<file path="src/usia_pkg.sv">
// Constants for the USB streaming interrupt aggregator
package usia_pkg;
	// Register byte offsets
	localparam logic [7:0] OFF_USB_STATUS = 8'h00;
	localparam logic [7:0] OFF_USB_CONTROL = 8'h04;
	localparam logic [7:0] OFF_INT_MASK = 8'h08;
	localparam logic [7:0] OFF_PENDING = 8'h0C;
	localparam logic [7:0] OFF_INT_VECTOR = 8'h10;
	localparam logic [7:0] OFF_CODEC_ADDR = 8'h14;
	localparam logic [7:0] OFF_CODEC_DATA_LOW = 8'h18;
	localparam logic [7:0] OFF_CODEC_DATA_HIGH = 8'h1C;
	localparam logic [7:0] OFF_CODEC_CTRL_STATUS = 8'h20;
	// Source numbers (pending and mask bit positions)
	localparam int NUM_SRC = 30;
	localparam int SRC_IN_EP = 0;
	localparam int SRC_OUT_EP = 8;
	localparam int SRC_BUS_RESET = 16;
	localparam int SRC_SUSPEND = 17;
	localparam int SRC_RESUME = 18;
	localparam int SRC_SOF = 19;
	localparam int SRC_MISSED_SOF = 20;
	localparam int SRC_SETUP = 21;
	localparam int SRC_SETUP_OVR = 22;
	localparam int SRC_CODEC_TX = 23;
	localparam int SRC_CODEC_RX = 24;
	localparam int SRC_I2C_TX = 25;
	localparam int SRC_I2C_RX = 26;
	localparam int SRC_DMA0 = 27;
	localparam int SRC_DMA1 = 28;
	localparam int SRC_EXT = 29;
	localparam logic [4:0] VECTOR_NONE = 5'h1F;
	// Control bit positions
	localparam int CTL_FUNC_RESET_GLOBAL_EN = 0;
	localparam int CTL_PORT3_BIT_THREE_GPIO = 1;
	localparam int CODEC_RW_BIT = 7;
	localparam int CS_TX_EMPTY = 0;
	localparam int CS_RX_FULL = 1;
	// Reset values
	localparam logic [1:0] USB_CONTROL_RESET = 2'h0;
	localparam logic [29:0] INT_MASK_RESET = 30'h00000000;
	// Timing
	localparam int CLK_HZ = 40000000;
	localparam int SUSPEND_IDLE_MS = 5;
	localparam int FRAME_PERIOD_MS = 1;
	localparam int SUSPEND_CYCLES = CLK_HZ / 1000 * SUSPEND_IDLE_MS;
	localparam int FRAME_CYCLES = CLK_HZ / 1000 * FRAME_PERIOD_MS;
	localparam logic [3:0] GLOBAL_RESET_CYCLES = 4'hF;
	// Codec secondary transfer states
	typedef enum logic [3:0] {
		CS_IDLE = 4'b0001,
		CS_ADDR = 4'b0010,
		CS_WAIT_TAKEN = 4'b0100,
		CS_WAIT_DATA = 4'b1000
	} usia_codec_state_type;
endpackage

</file>
<file path="src/usia_aggregator.sv">
// Interrupt aggregation, USB event status and codec secondary handshake
module usia_aggregator #(
	parameter int SUSPEND_CYCLES = usia_pkg::SUSPEND_CYCLES,
	parameter int FRAME_CYCLES = usia_pkg::FRAME_CYCLES,
	parameter int CNT_W = 18
) (
	input wire logic clock,
	input wire logic nrst,
	input wire logic psel,
	input wire logic penable,
	input wire logic pwrite,
	input wire logic [7:0] paddr,
	input wire logic [31:0] pwdata,
	output logic [31:0] prdata,
	output logic pready,
	output logic pslverr,
	input wire logic [7:0] inEpAck,
	input wire logic [7:0] inEpIso,
	input wire logic [7:0] outEpStored,
	input wire logic [7:0] outEpIso,
	input wire logic usbBusReset,
	input wire logic busIdleJ,
	input wire logic sofReceived,
	input wire logic setupOk,
	input wire logic i2cTxEmptyEvent,
	input wire logic i2cRxFullEvent,
	input wire logic dma0Done,
	input wire logic dma1Done,
	input wire logic externalRequestN,
	input wire logic port3BitThree,
	input wire logic codecFrameStart,
	input wire logic codecTxTaken,
	input wire logic codecRxValid,
	input wire logic [15:0] codecRxData,
	output logic codecCmdValid,
	output logic codecCmdRead,
	output logic [6:0] codecCmdAddr,
	output logic [15:0] codecCmdData,
	output logic coreExtIrqPrimary,
	output logic coreExtIrqSecondary,
	output logic port3BitThreeGpio,
	output logic usbLogicReset,
	output logic resetOutput
);
	logic [29:0] pending;
	logic [29:0] intMask;
	logic [1:0] usbControl;
	logic [7:0] codecAddress;
	logic [7:0] codecDataLow;
	logic [7:0] codecDataHigh;
	logic txHoldingEmpty;
	logic rxHoldingFull;
	logic suspended;
	logic [CNT_W-1:0] idleCnt;
	logic [CNT_W-1:0] frameCnt;
	logic [3:0] globalCnt;
	logic extSync1;
	logic extSync2;
	logic extPrev;
	logic [4:0] vectorRead;
	usia_pkg::usia_codec_state_type codecState;
	usia_pkg::usia_codec_state_type next_codecState;

	// Bus decode
	wire logic setupPhase = psel & ~penable;
	wire logic accessPhase = psel & penable;
	wire logic wrTaken = accessPhase & pwrite;
	wire logic rdTaken = accessPhase & ~pwrite;
	wire logic hitStatus = paddr == usia_pkg::OFF_USB_STATUS;
	wire logic hitControl = paddr == usia_pkg::OFF_USB_CONTROL;
	wire logic hitMask = paddr == usia_pkg::OFF_INT_MASK;
	wire logic hitPending = paddr == usia_pkg::OFF_PENDING;
	wire logic hitVector = paddr == usia_pkg::OFF_INT_VECTOR;
	wire logic hitAddr = paddr == usia_pkg::OFF_CODEC_ADDR;
	wire logic hitLow = paddr == usia_pkg::OFF_CODEC_DATA_LOW;
	wire logic hitHigh = paddr == usia_pkg::OFF_CODEC_DATA_HIGH;
	wire logic hitCs = paddr == usia_pkg::OFF_CODEC_CTRL_STATUS;
	wire logic mapped = hitStatus | hitControl | hitMask | hitPending | hitVector | hitAddr | hitLow | hitHigh | hitCs;
	wire logic addrWrite = wrTaken & hitAddr;
	wire logic lowRead = rdTaken & hitLow;
	wire logic globalReset = globalCnt != 4'h0;
	wire logic [6:0] usbStatus = pending[usia_pkg::SRC_SETUP_OVR:usia_pkg::SRC_BUS_RESET];

	// Vector write clears one latch
	wire logic vectorWrite = wrTaken & hitVector;
	wire logic [29:0] clearVec = vectorWrite ? 30'(1) << pwdata[4:0] : 30'h00000000;

	wire logic extFall = extPrev & ~extSync2;

	wire logic resetToGlobal = usbBusReset & usbControl[usia_pkg::CTL_FUNC_RESET_GLOBAL_EN];
	wire logic resetToIrq = usbBusReset & ~usbControl[usia_pkg::CTL_FUNC_RESET_GLOBAL_EN];

	wire logic suspendEvt = busIdleJ & ~suspended & (idleCnt == CNT_W'(SUSPEND_CYCLES));
	wire logic resumeEvt = suspended & ~busIdleJ;
	wire logic missedEvt = ~sofReceived & (frameCnt == CNT_W'(FRAME_CYCLES - 1));
	wire logic setupEvt = setupOk & ~pending[usia_pkg::SRC_SETUP];
	wire logic overrunEvt = setupOk & pending[usia_pkg::SRC_SETUP];
	wire logic txDoneEvt = codecTxTaken & (codecState == usia_pkg::CS_WAIT_TAKEN);

	wire logic [29:0] setVec = {
		extFall, dma1Done, dma0Done, i2cRxFullEvent, i2cTxEmptyEvent,
		codecRxValid, txDoneEvt,
		overrunEvt, setupEvt, missedEvt, sofReceived, resumeEvt, suspendEvt, resetToIrq,
		outEpStored & ~outEpIso,
		inEpAck & ~inEpIso
	};

	assign coreExtIrqPrimary = |(pending & intMask);
	assign coreExtIrqSecondary = usbControl[usia_pkg::CTL_PORT3_BIT_THREE_GPIO] ? 1'b1 : port3BitThree;
	assign port3BitThreeGpio = port3BitThree;
	assign pready = 1'b1;
	assign pslverr = accessPhase & ~mapped;

	// Lowest unmasked pending source
	always_comb begin
		vectorRead = usia_pkg::VECTOR_NONE;
		for (int i = usia_pkg::NUM_SRC - 1; i >= 0; i--) begin
			if (pending[i] & intMask[i]) begin
				vectorRead = 5'(i);
			end
		end
	end

	wire logic [31:0] rdMux =
		hitStatus ? {25'h0, usbStatus} :
		hitControl ? {30'h0, usbControl} :
		hitMask ? {2'h0, intMask} :
		hitPending ? {2'h0, pending} :
		hitVector ? {27'h0, vectorRead} :
		hitAddr ? {24'h0, codecAddress} :
		hitLow ? {24'h0, codecDataLow} :
		hitHigh ? {24'h0, codecDataHigh} :
		hitCs ? {30'h0, rxHoldingFull, txHoldingEmpty} : 32'h00000000;

	// Codec secondary sequencing
	always_comb begin
		next_codecState = codecState;
		unique case (codecState)
			usia_pkg::CS_IDLE: begin
				if (addrWrite) begin
					next_codecState = usia_pkg::CS_ADDR;
				end
			end
			usia_pkg::CS_ADDR: begin
				if (codecFrameStart) begin
					next_codecState = codecAddress[usia_pkg::CODEC_RW_BIT] ? usia_pkg::CS_WAIT_DATA : usia_pkg::CS_WAIT_TAKEN;
				end
			end
			usia_pkg::CS_WAIT_TAKEN: begin
				if (codecTxTaken) begin
					next_codecState = usia_pkg::CS_IDLE;
				end
			end
			usia_pkg::CS_WAIT_DATA: begin
				if (codecRxValid) begin
					next_codecState = usia_pkg::CS_IDLE;
				end
			end
			default: begin
				next_codecState = usia_pkg::CS_IDLE;
			end
		endcase
	end

	always_ff @(posedge clock or negedge nrst) begin
		if (!nrst) begin
			codecState <= usia_pkg::CS_IDLE;
			codecCmdValid <= 1'b0;
			codecCmdRead <= 1'b0;
			codecCmdAddr <= 7'h00;
			codecCmdData <= 16'h0000;
		end else begin
			codecState <= next_codecState;
			codecCmdValid <= (codecState == usia_pkg::CS_ADDR) & codecFrameStart;
			if ((codecState == usia_pkg::CS_ADDR) & codecFrameStart) begin
				codecCmdRead <= codecAddress[usia_pkg::CODEC_RW_BIT];
				codecCmdAddr <= codecAddress[6:0];
				codecCmdData <= {codecDataHigh, codecDataLow};
			end
		end
	end

	// Codec registers and flags
	always_ff @(posedge clock or negedge nrst) begin
		if (!nrst) begin
			codecAddress <= 8'h00;
			codecDataLow <= 8'h00;
			codecDataHigh <= 8'h00;
			txHoldingEmpty <= 1'b1;
			rxHoldingFull <= 1'b0;
		end else begin
			if (addrWrite && codecState == usia_pkg::CS_IDLE) begin
				codecAddress <= pwdata[7:0];
			end
			if (codecRxValid) begin
				codecDataLow <= codecRxData[7:0];
				codecDataHigh <= codecRxData[15:8];
			end else begin
				if (wrTaken & hitLow) begin
					codecDataLow <= pwdata[7:0];
				end
				if (wrTaken & hitHigh) begin
					codecDataHigh <= pwdata[7:0];
				end
			end
			if (txDoneEvt) begin
				txHoldingEmpty <= 1'b1;
			end else if (addrWrite && codecState == usia_pkg::CS_IDLE && !pwdata[usia_pkg::CODEC_RW_BIT]) begin
				txHoldingEmpty <= 1'b0;
			end
			if (codecRxValid) begin
				rxHoldingFull <= 1'b1;
			end else if (lowRead) begin
				rxHoldingFull <= 1'b0;
			end
		end
	end

	// Control, mask and bus read data
	always_ff @(posedge clock or negedge nrst) begin
		if (!nrst) begin
			usbControl <= usia_pkg::USB_CONTROL_RESET;
			intMask <= usia_pkg::INT_MASK_RESET;
			prdata <= 32'h00000000;
		end else begin
			if (wrTaken & hitControl) begin
				usbControl <= pwdata[1:0];
			end
			if (wrTaken & hitMask) begin
				intMask <= pwdata[29:0];
			end
			if (setupPhase & ~pwrite) begin
				prdata <= rdMux;
			end
		end
	end

	always_ff @(posedge clock or negedge nrst) begin
		if (!nrst) begin
			pending <= 30'h00000000;
		end else if (globalReset) begin
			pending <= 30'h00000000;
		end else begin
			pending <= (pending & ~clearVec) | setVec;
		end
	end

	// Global reset, USB logic reset, suspend and frame timing
	always_ff @(posedge clock or negedge nrst) begin
		if (!nrst) begin
			globalCnt <= 4'h0;
			resetOutput <= 1'b0;
			usbLogicReset <= 1'b0;
			suspended <= 1'b0;
			idleCnt <= '0;
			frameCnt <= '0;
			extSync1 <= 1'b1;
			extSync2 <= 1'b1;
			extPrev <= 1'b1;
		end else begin
			extSync1 <= externalRequestN;
			extSync2 <= extSync1;
			extPrev <= extSync2;
			if (resetToGlobal) begin
				globalCnt <= usia_pkg::GLOBAL_RESET_CYCLES;
			end else if (globalReset) begin
				globalCnt <= globalCnt - 4'h1;
			end
			resetOutput <= resetToGlobal | (globalCnt > 4'h1);
			usbLogicReset <= usbBusReset;
			if (usbBusReset | resumeEvt) begin
				suspended <= 1'b0;
			end else if (suspendEvt) begin
				suspended <= 1'b1;
			end
			if (!busIdleJ || suspended) begin
				idleCnt <= '0;
			end else if (idleCnt != CNT_W'(SUSPEND_CYCLES)) begin
				idleCnt <= idleCnt + CNT_W'(1);
			end
			if (sofReceived || missedEvt) begin
				frameCnt <= '0;
			end else begin
				frameCnt <= frameCnt + CNT_W'(1);
			end
		end
	end

	// Checks
	property p_ext_edge;
		@(posedge clock) disable iff (!nrst) extPrev && !extSync2 && !globalReset |=> pending[usia_pkg::SRC_EXT];
	endproperty
	a_ext_edge: assert property (p_ext_edge) else $error("external edge not latched");
	property p_ext_once;
		@(posedge clock) disable iff (!nrst)
			!extSync2 && !extPrev && vectorWrite && pwdata[4:0] == 5'h1D |=> !pending[usia_pkg::SRC_EXT];
	endproperty
	a_ext_once: assert property (p_ext_once) else $error("held request retriggered");
	property p_setup_ovr;
		@(posedge clock) disable iff (!nrst)
			setupOk && pending[usia_pkg::SRC_SETUP] && !globalReset |=> pending[usia_pkg::SRC_SETUP_OVR];
	endproperty
	a_setup_ovr: assert property (p_setup_ovr) else $error("setup overrun missed");
	property p_tx_done;
		@(posedge clock) disable iff (!nrst)
			codecTxTaken && codecState == usia_pkg::CS_WAIT_TAKEN && !globalReset
			|=> txHoldingEmpty && pending[usia_pkg::SRC_CODEC_TX];
	endproperty
	a_tx_done: assert property (p_tx_done) else $error("tx empty not raised");
	property p_addr_clear;
		@(posedge clock) disable iff (!nrst)
			addrWrite && codecState == usia_pkg::CS_IDLE && !pwdata[7] |=> !txHoldingEmpty && codecState == usia_pkg::CS_ADDR;
	endproperty
	a_addr_clear: assert property (p_addr_clear) else $error("tx empty not cleared");
	property p_rx_clear;
		@(posedge clock) disable iff (!nrst) lowRead && !codecRxValid |=> !rxHoldingFull;
	endproperty
	a_rx_clear: assert property (p_rx_clear) else $error("rx full not cleared");
	property p_global;
		@(posedge clock) disable iff (!nrst) resetToGlobal |=> resetOutput ##1 usbStatus == 7'h00;
	endproperty
	a_global: assert property (p_global) else $error("global reset failed");
	property p_func_irq;
		@(posedge clock) disable iff (!nrst)
			resetToIrq && !globalReset |=> pending[usia_pkg::SRC_BUS_RESET];
	endproperty
	a_func_irq: assert property (p_func_irq) else $error("function reset irq missing");
	property p_iso_in;
		@(posedge clock) disable iff (!nrst) inEpAck[0] && inEpIso[0] && !pending[0] |=> !pending[0];
	endproperty
	a_iso_in: assert property (p_iso_in) else $error("isochronous IN raised irq");
	property p_vec_clear;
		@(posedge clock) disable iff (!nrst)
			vectorWrite && pwdata[4:0] == 5'h13 && !sofReceived |=> !pending[usia_pkg::SRC_SOF];
	endproperty
	a_vec_clear: assert property (p_vec_clear) else $error("vector clear ignored");
	c_suspend: cover property (@(posedge clock) disable iff (!nrst) suspendEvt ##[1:20] resumeEvt);
	c_read_xfer: cover property (@(posedge clock) disable iff (!nrst)
		codecState == usia_pkg::CS_WAIT_DATA ##1 codecRxValid);
	c_missed: cover property (@(posedge clock) disable iff (!nrst) missedEvt);
	c_irq: cover property (@(posedge clock) disable iff (!nrst) $rose(coreExtIrqPrimary));
endmodule

</file>
<file path="config.mk">
export PLATFORM = sky130hd
export DESIGN_NAME = usia_aggregator
export DESIGN_NICKNAME = d
export VERILOG_FILES = /design/src/usia_pkg.sv /design/src/usia_aggregator.sv
export SDC_FILE = /design/constraint.sdc
export NUM_CORES = 1
export LEC_CHECK = 0
export ABC_CLOCK_PERIOD_IN_PS = 2000
export BUFFER_PORTS_ARGS = -buffer_cell sky130_fd_sc_hd__buf_2
export CORE_UTILIZATION = 51
export CTS_CLUSTER_SIZE = 12
export DETAILED_ROUTE_END_ITERATION = 7
export PLACE_DENSITY = 0.77
export SLEW_MARGIN = 0
export SYNTH_ARGS = -nofsm -noshare
export SYNTH_HDL_FRONTEND = slang
export SYNTH_SLANG_ARGS = --single-unit
</file>
<file path="constraint.sdc">
create_clock -name clock -period 2 [get_ports clock]
set_clock_uncertainty 0.05 [all_clocks]
set_input_delay 0.3 -clock clock [delete_from_list [all_inputs] [get_ports clock]]
set_output_delay 0.3 -clock clock [all_outputs]
set_load 0.005 [all_outputs]
</file>
==> impl_results.md <==
* RePlAce Congestion at between 0.9 and 1
* Core Region at about 0.017 mm2
* Gr ovfl total at 0
* Worst setup SP type: register
* Crit path to: coreExtIrqPrimary
* CTS buffer count at 17
* Residual DRC at 0
* Sequential share of the synthesized area at between 50% and 60%
* Max-Cap Viols at 0
* Vias after detailed routing at 7,793
* Site row count at between 40 and 50
* Critical path arrival at about 1.9 ns
* Int Pwr at slightly below 7000 uW
* Area grow syn2layout at 26.4%
* First-pass GRT wire length at roughly 40,000 um
* Post-Synthesis Cell Area at approximately 0.0092 mm2
* Layout fillers at 1,402
* Avg Vias per Cell at between 5 and 6
* Clock share of power at 39.9%
* Final hold viol count at 0
* Ratio of cells with drive above 1 in the final layout at roughly 33%
* Class of the worst hold path: in -> reg
* Top cell type's share of synthesized area at 51.3%
* CP max FO at 2
* Number of buffer and inverter stages on the critical path at 1
* Final std cell area, no fill at about 0.012 mm2
* Gr usage total at roughly 28%
* Area of the multi-input gates at ~0.0042 mm2
* Seq pwr share at roughly 47%
* Hold Startpoint: codecTxTaken
* Synthesis Warnings at 0
* Distinct cells, synth at 61
* Initial Util at 52.7%
* Leak Pwr at around 0.0057 uW
* RSZ-0062 raised after global routing: yes
* # placed instances at ~1,300
* Area contributors post-synth: dfrtp_1, mux2_2, nor2_1, nand2_1, o21ai_0
* Outcome: finished with violations
* FF/Latch Area at between 0.004 and 0.005 mm2
* Root Driver: clkbuf_16
* PD cells at between 800 and 900 mW/mm2
* Post-synth ARST share at 100%
* Synthesized area per cell at 10.4 um2
* Comb pwr share at roughly an eighth
* Count leader, synth: dfrtp_1
* Critical R2R Capture: prdata[0]
* Fmax at ~450 MHz
* VDD IR max at 0.000601 V
* Switch share at between 20 and 30%
* Endpoints failing setup at 1
* Top_reg_cell synth: dfrtp_1
* Final cell count without fillers at roughly 1,300
* Die ar. at approximately 0.019 mm2
* Largest net degree at the start of global routing at 46
* Crit path required time at roughly 1.7 ns
* Post-Route WL at between 20,000 and 30,000 um
* Placed Area at between 0.01 and 0.015 mm2
* Antenna violations before repair at 0
* Clock Tree Buf Depth at 2
* R2R Setup Slk at approximately 0.10 ns
* Worst skew pair latency at between 0.4 and 0.5 ns
* Antenna diodes at 0
* Wire length per cell at 18.6 um
* Worst setup path start: pending[3]
* Largest area contributor in the netlist: dfrtp_1
* Failing checks: negative setup slack
* Worst-case reg-to-reg path depth at 6
* Vias in the first global route at 7,604
* Setup WS post-layout at -0.239 ns
* # IOs at 170
* Post-DRT Antenna Nets at 0
* CTS H-tree depth at 4
* Kind of cell adding the most delay to the critical path: compound AO/OA/AOI/OAI gates
* Final-stage net count at ~1,200
* Nature of the critical path endpoint: output port
* Die Height at between 100 and 150 um
* Worst-path clk slew at about 0.070 ns
* Die Width at ~140 um
* Crit path largest cell delay at approximately 0.38 ns
* FF-to-FF Start: pending[20]
* HPWL Detailed at roughly 19,000 um
* Syn Inst Count at slightly below 900
* Fin crit share at 112%
* Initial DRC count at about 520
* Final Max Slew Viols at 0
* CP max-delay cell: dfrtp_1
* CTS tree: yes
* Sw power at around 2400 uW
* # port buffers at between 150 and 200
* TritonRoute pass-1 iters at 5
* Synthesized flop and latch total at 193
* CTS Sinks at 193
* Critical Path, Cell by Cell: a22o_1 -> a21oi_2 -> nand3_4 -> nor3_4 -> nand4_1 -> buf_2
* Final min period at 2.24 ns
* Number of synthesized flops with an enable pin at 0
* CP Class: reg -> out
* Commonest cells in the netlist: dfrtp_1, nor2_1, nand2_1
* Critical path depth at 6
-- flip-flops by register name, summed over array words and instances (netlist names), 2 cells and up --
name           cells
codecDataLow       8
codecAddress       8
codecCmdAddr       7
globalCnt          4
idleCnt           18
frameCnt          18
codecDataHigh      8
codecState         4
pending           30
intMask           30
usbControl         2
codecCmdData      16
prdata            30
-- kinds of logic (layout without fill, tap and decap cells) --
logic type / Yosys count / after routing / synth area share, %
fa+ha+maj: 5 / 5 / 0.682
simple gates: 322 / 322 / 16.9
other cells: 2 / 3 / 0.0819
compound gates: 187 / 187 / 13.2
xor+xnor: 33 / 33 / 3.15
mux: 85 / 85 / 10.5
buf+inv: 59 / 294 / 2.76
flops: 193 / 193 / 52.7
-- how the worst min path moves through the flow --
stage / slack (ns) / to / cells past startpoint
finish: 0.02 / codecState[2] / 2
floorplan: -0.05 / codecAddress[0] / 0
global placement: 0.21 / prdata[21] / 1
CTS: 0.01 / codecState[2] / 2
global route: 0.03 / codecDataHigh[5] / 3
detailed placement: 0.21 / intMask[20] / 1
-- power by group through the flow --
stage	clock network (uW)	registers [uW]	logic, uW
after global placement	0	4460	1140
after global routing	3910	4440	1330
after CTS	3760	4410	1190
after detailed placement	0	4480	1170
after floorplan	0	4430	570
final	3710	4420	1180
-- final cells by class --
type | instances | area share [%]
multi-input cells | 635 | 36.1
inverters | 15 | 0.486
repair buffers | 248 | 13.8
clock buffers | 19 | 3.74
clock inverters | 12 | 1.78
flip-flops and latches | 193 | 41.7
well taps | 225 | 2.43
-- what timing repair did --
action	4_1_cts	5_1_grt
endpoints found under the setup margin	1	4
gates resized for setup	10	4
pin swaps	5	0
hold endpoints to repair	41	0
buffers inserted	4	1
hold buffers	4	0
-- metrics by stage --
| step | hold WS [ns] | utilization, % | setup slack [ns] | power, uW | setup TNS [ns] |
|---|---|---|---|---|---|
| 6_report | 0.0199 | 66.5 | -0.239 | 9310 | -0.239 |
| 5_1_grt | 0.0289 | 66.5 | -0.299 | 9680 | -0.299 |
| 4_1_cts | 0.0142 | 66.4 | -0.213 | 9350 | -0.213 |
| 3_5_place_dp | 0.209 | 62.0 | -0.306 | 5650 | -16.86 |
| 3_3_place_gp | 0.212 | 62.0 | -0.272 | 5600 | -13.49 |
| 2_1_floorplan | -0.0456 | - | -0.201 | 5000 | -2.41 |
-- routing by layer --
layer / share of wire, % / track usage [%] / wire length, um / vias to the layer above
met5: 0 / 0 / 0 / -
met1: 44 / 38.4 / 11000 / 3867
li1: - / - / - / 3612
met3: 6.0 / 4.44 / 1510 / 31
met2: 48 / 45.9 / 12100 / 283
met4: 1.5 / 8.21 / 384 / 0
-- layout by cell type (no fill, tap or decap), types with 16 or more instances in the layout --
| cell | n |
|---|---|
| clkbuf_16 | 17 |
| nor3_1 | 16 |
| buf_4 | 70 |
| xor2_1 | 21 |
| o21ai_0 | 60 |
| nand2b_1 | 28 |
| nand3_1 | 29 |
| nor2_1 | 105 |
| mux2_2 | 56 |
| a221oi_1 | 26 |
| buf_2 | 163 |
| dfrtp_1 | 188 |
| a21oi_1 | 44 |
| mux2i_1 | 21 |
| nand2_1 | 79 |
Power figures use the tool's default switching activity.
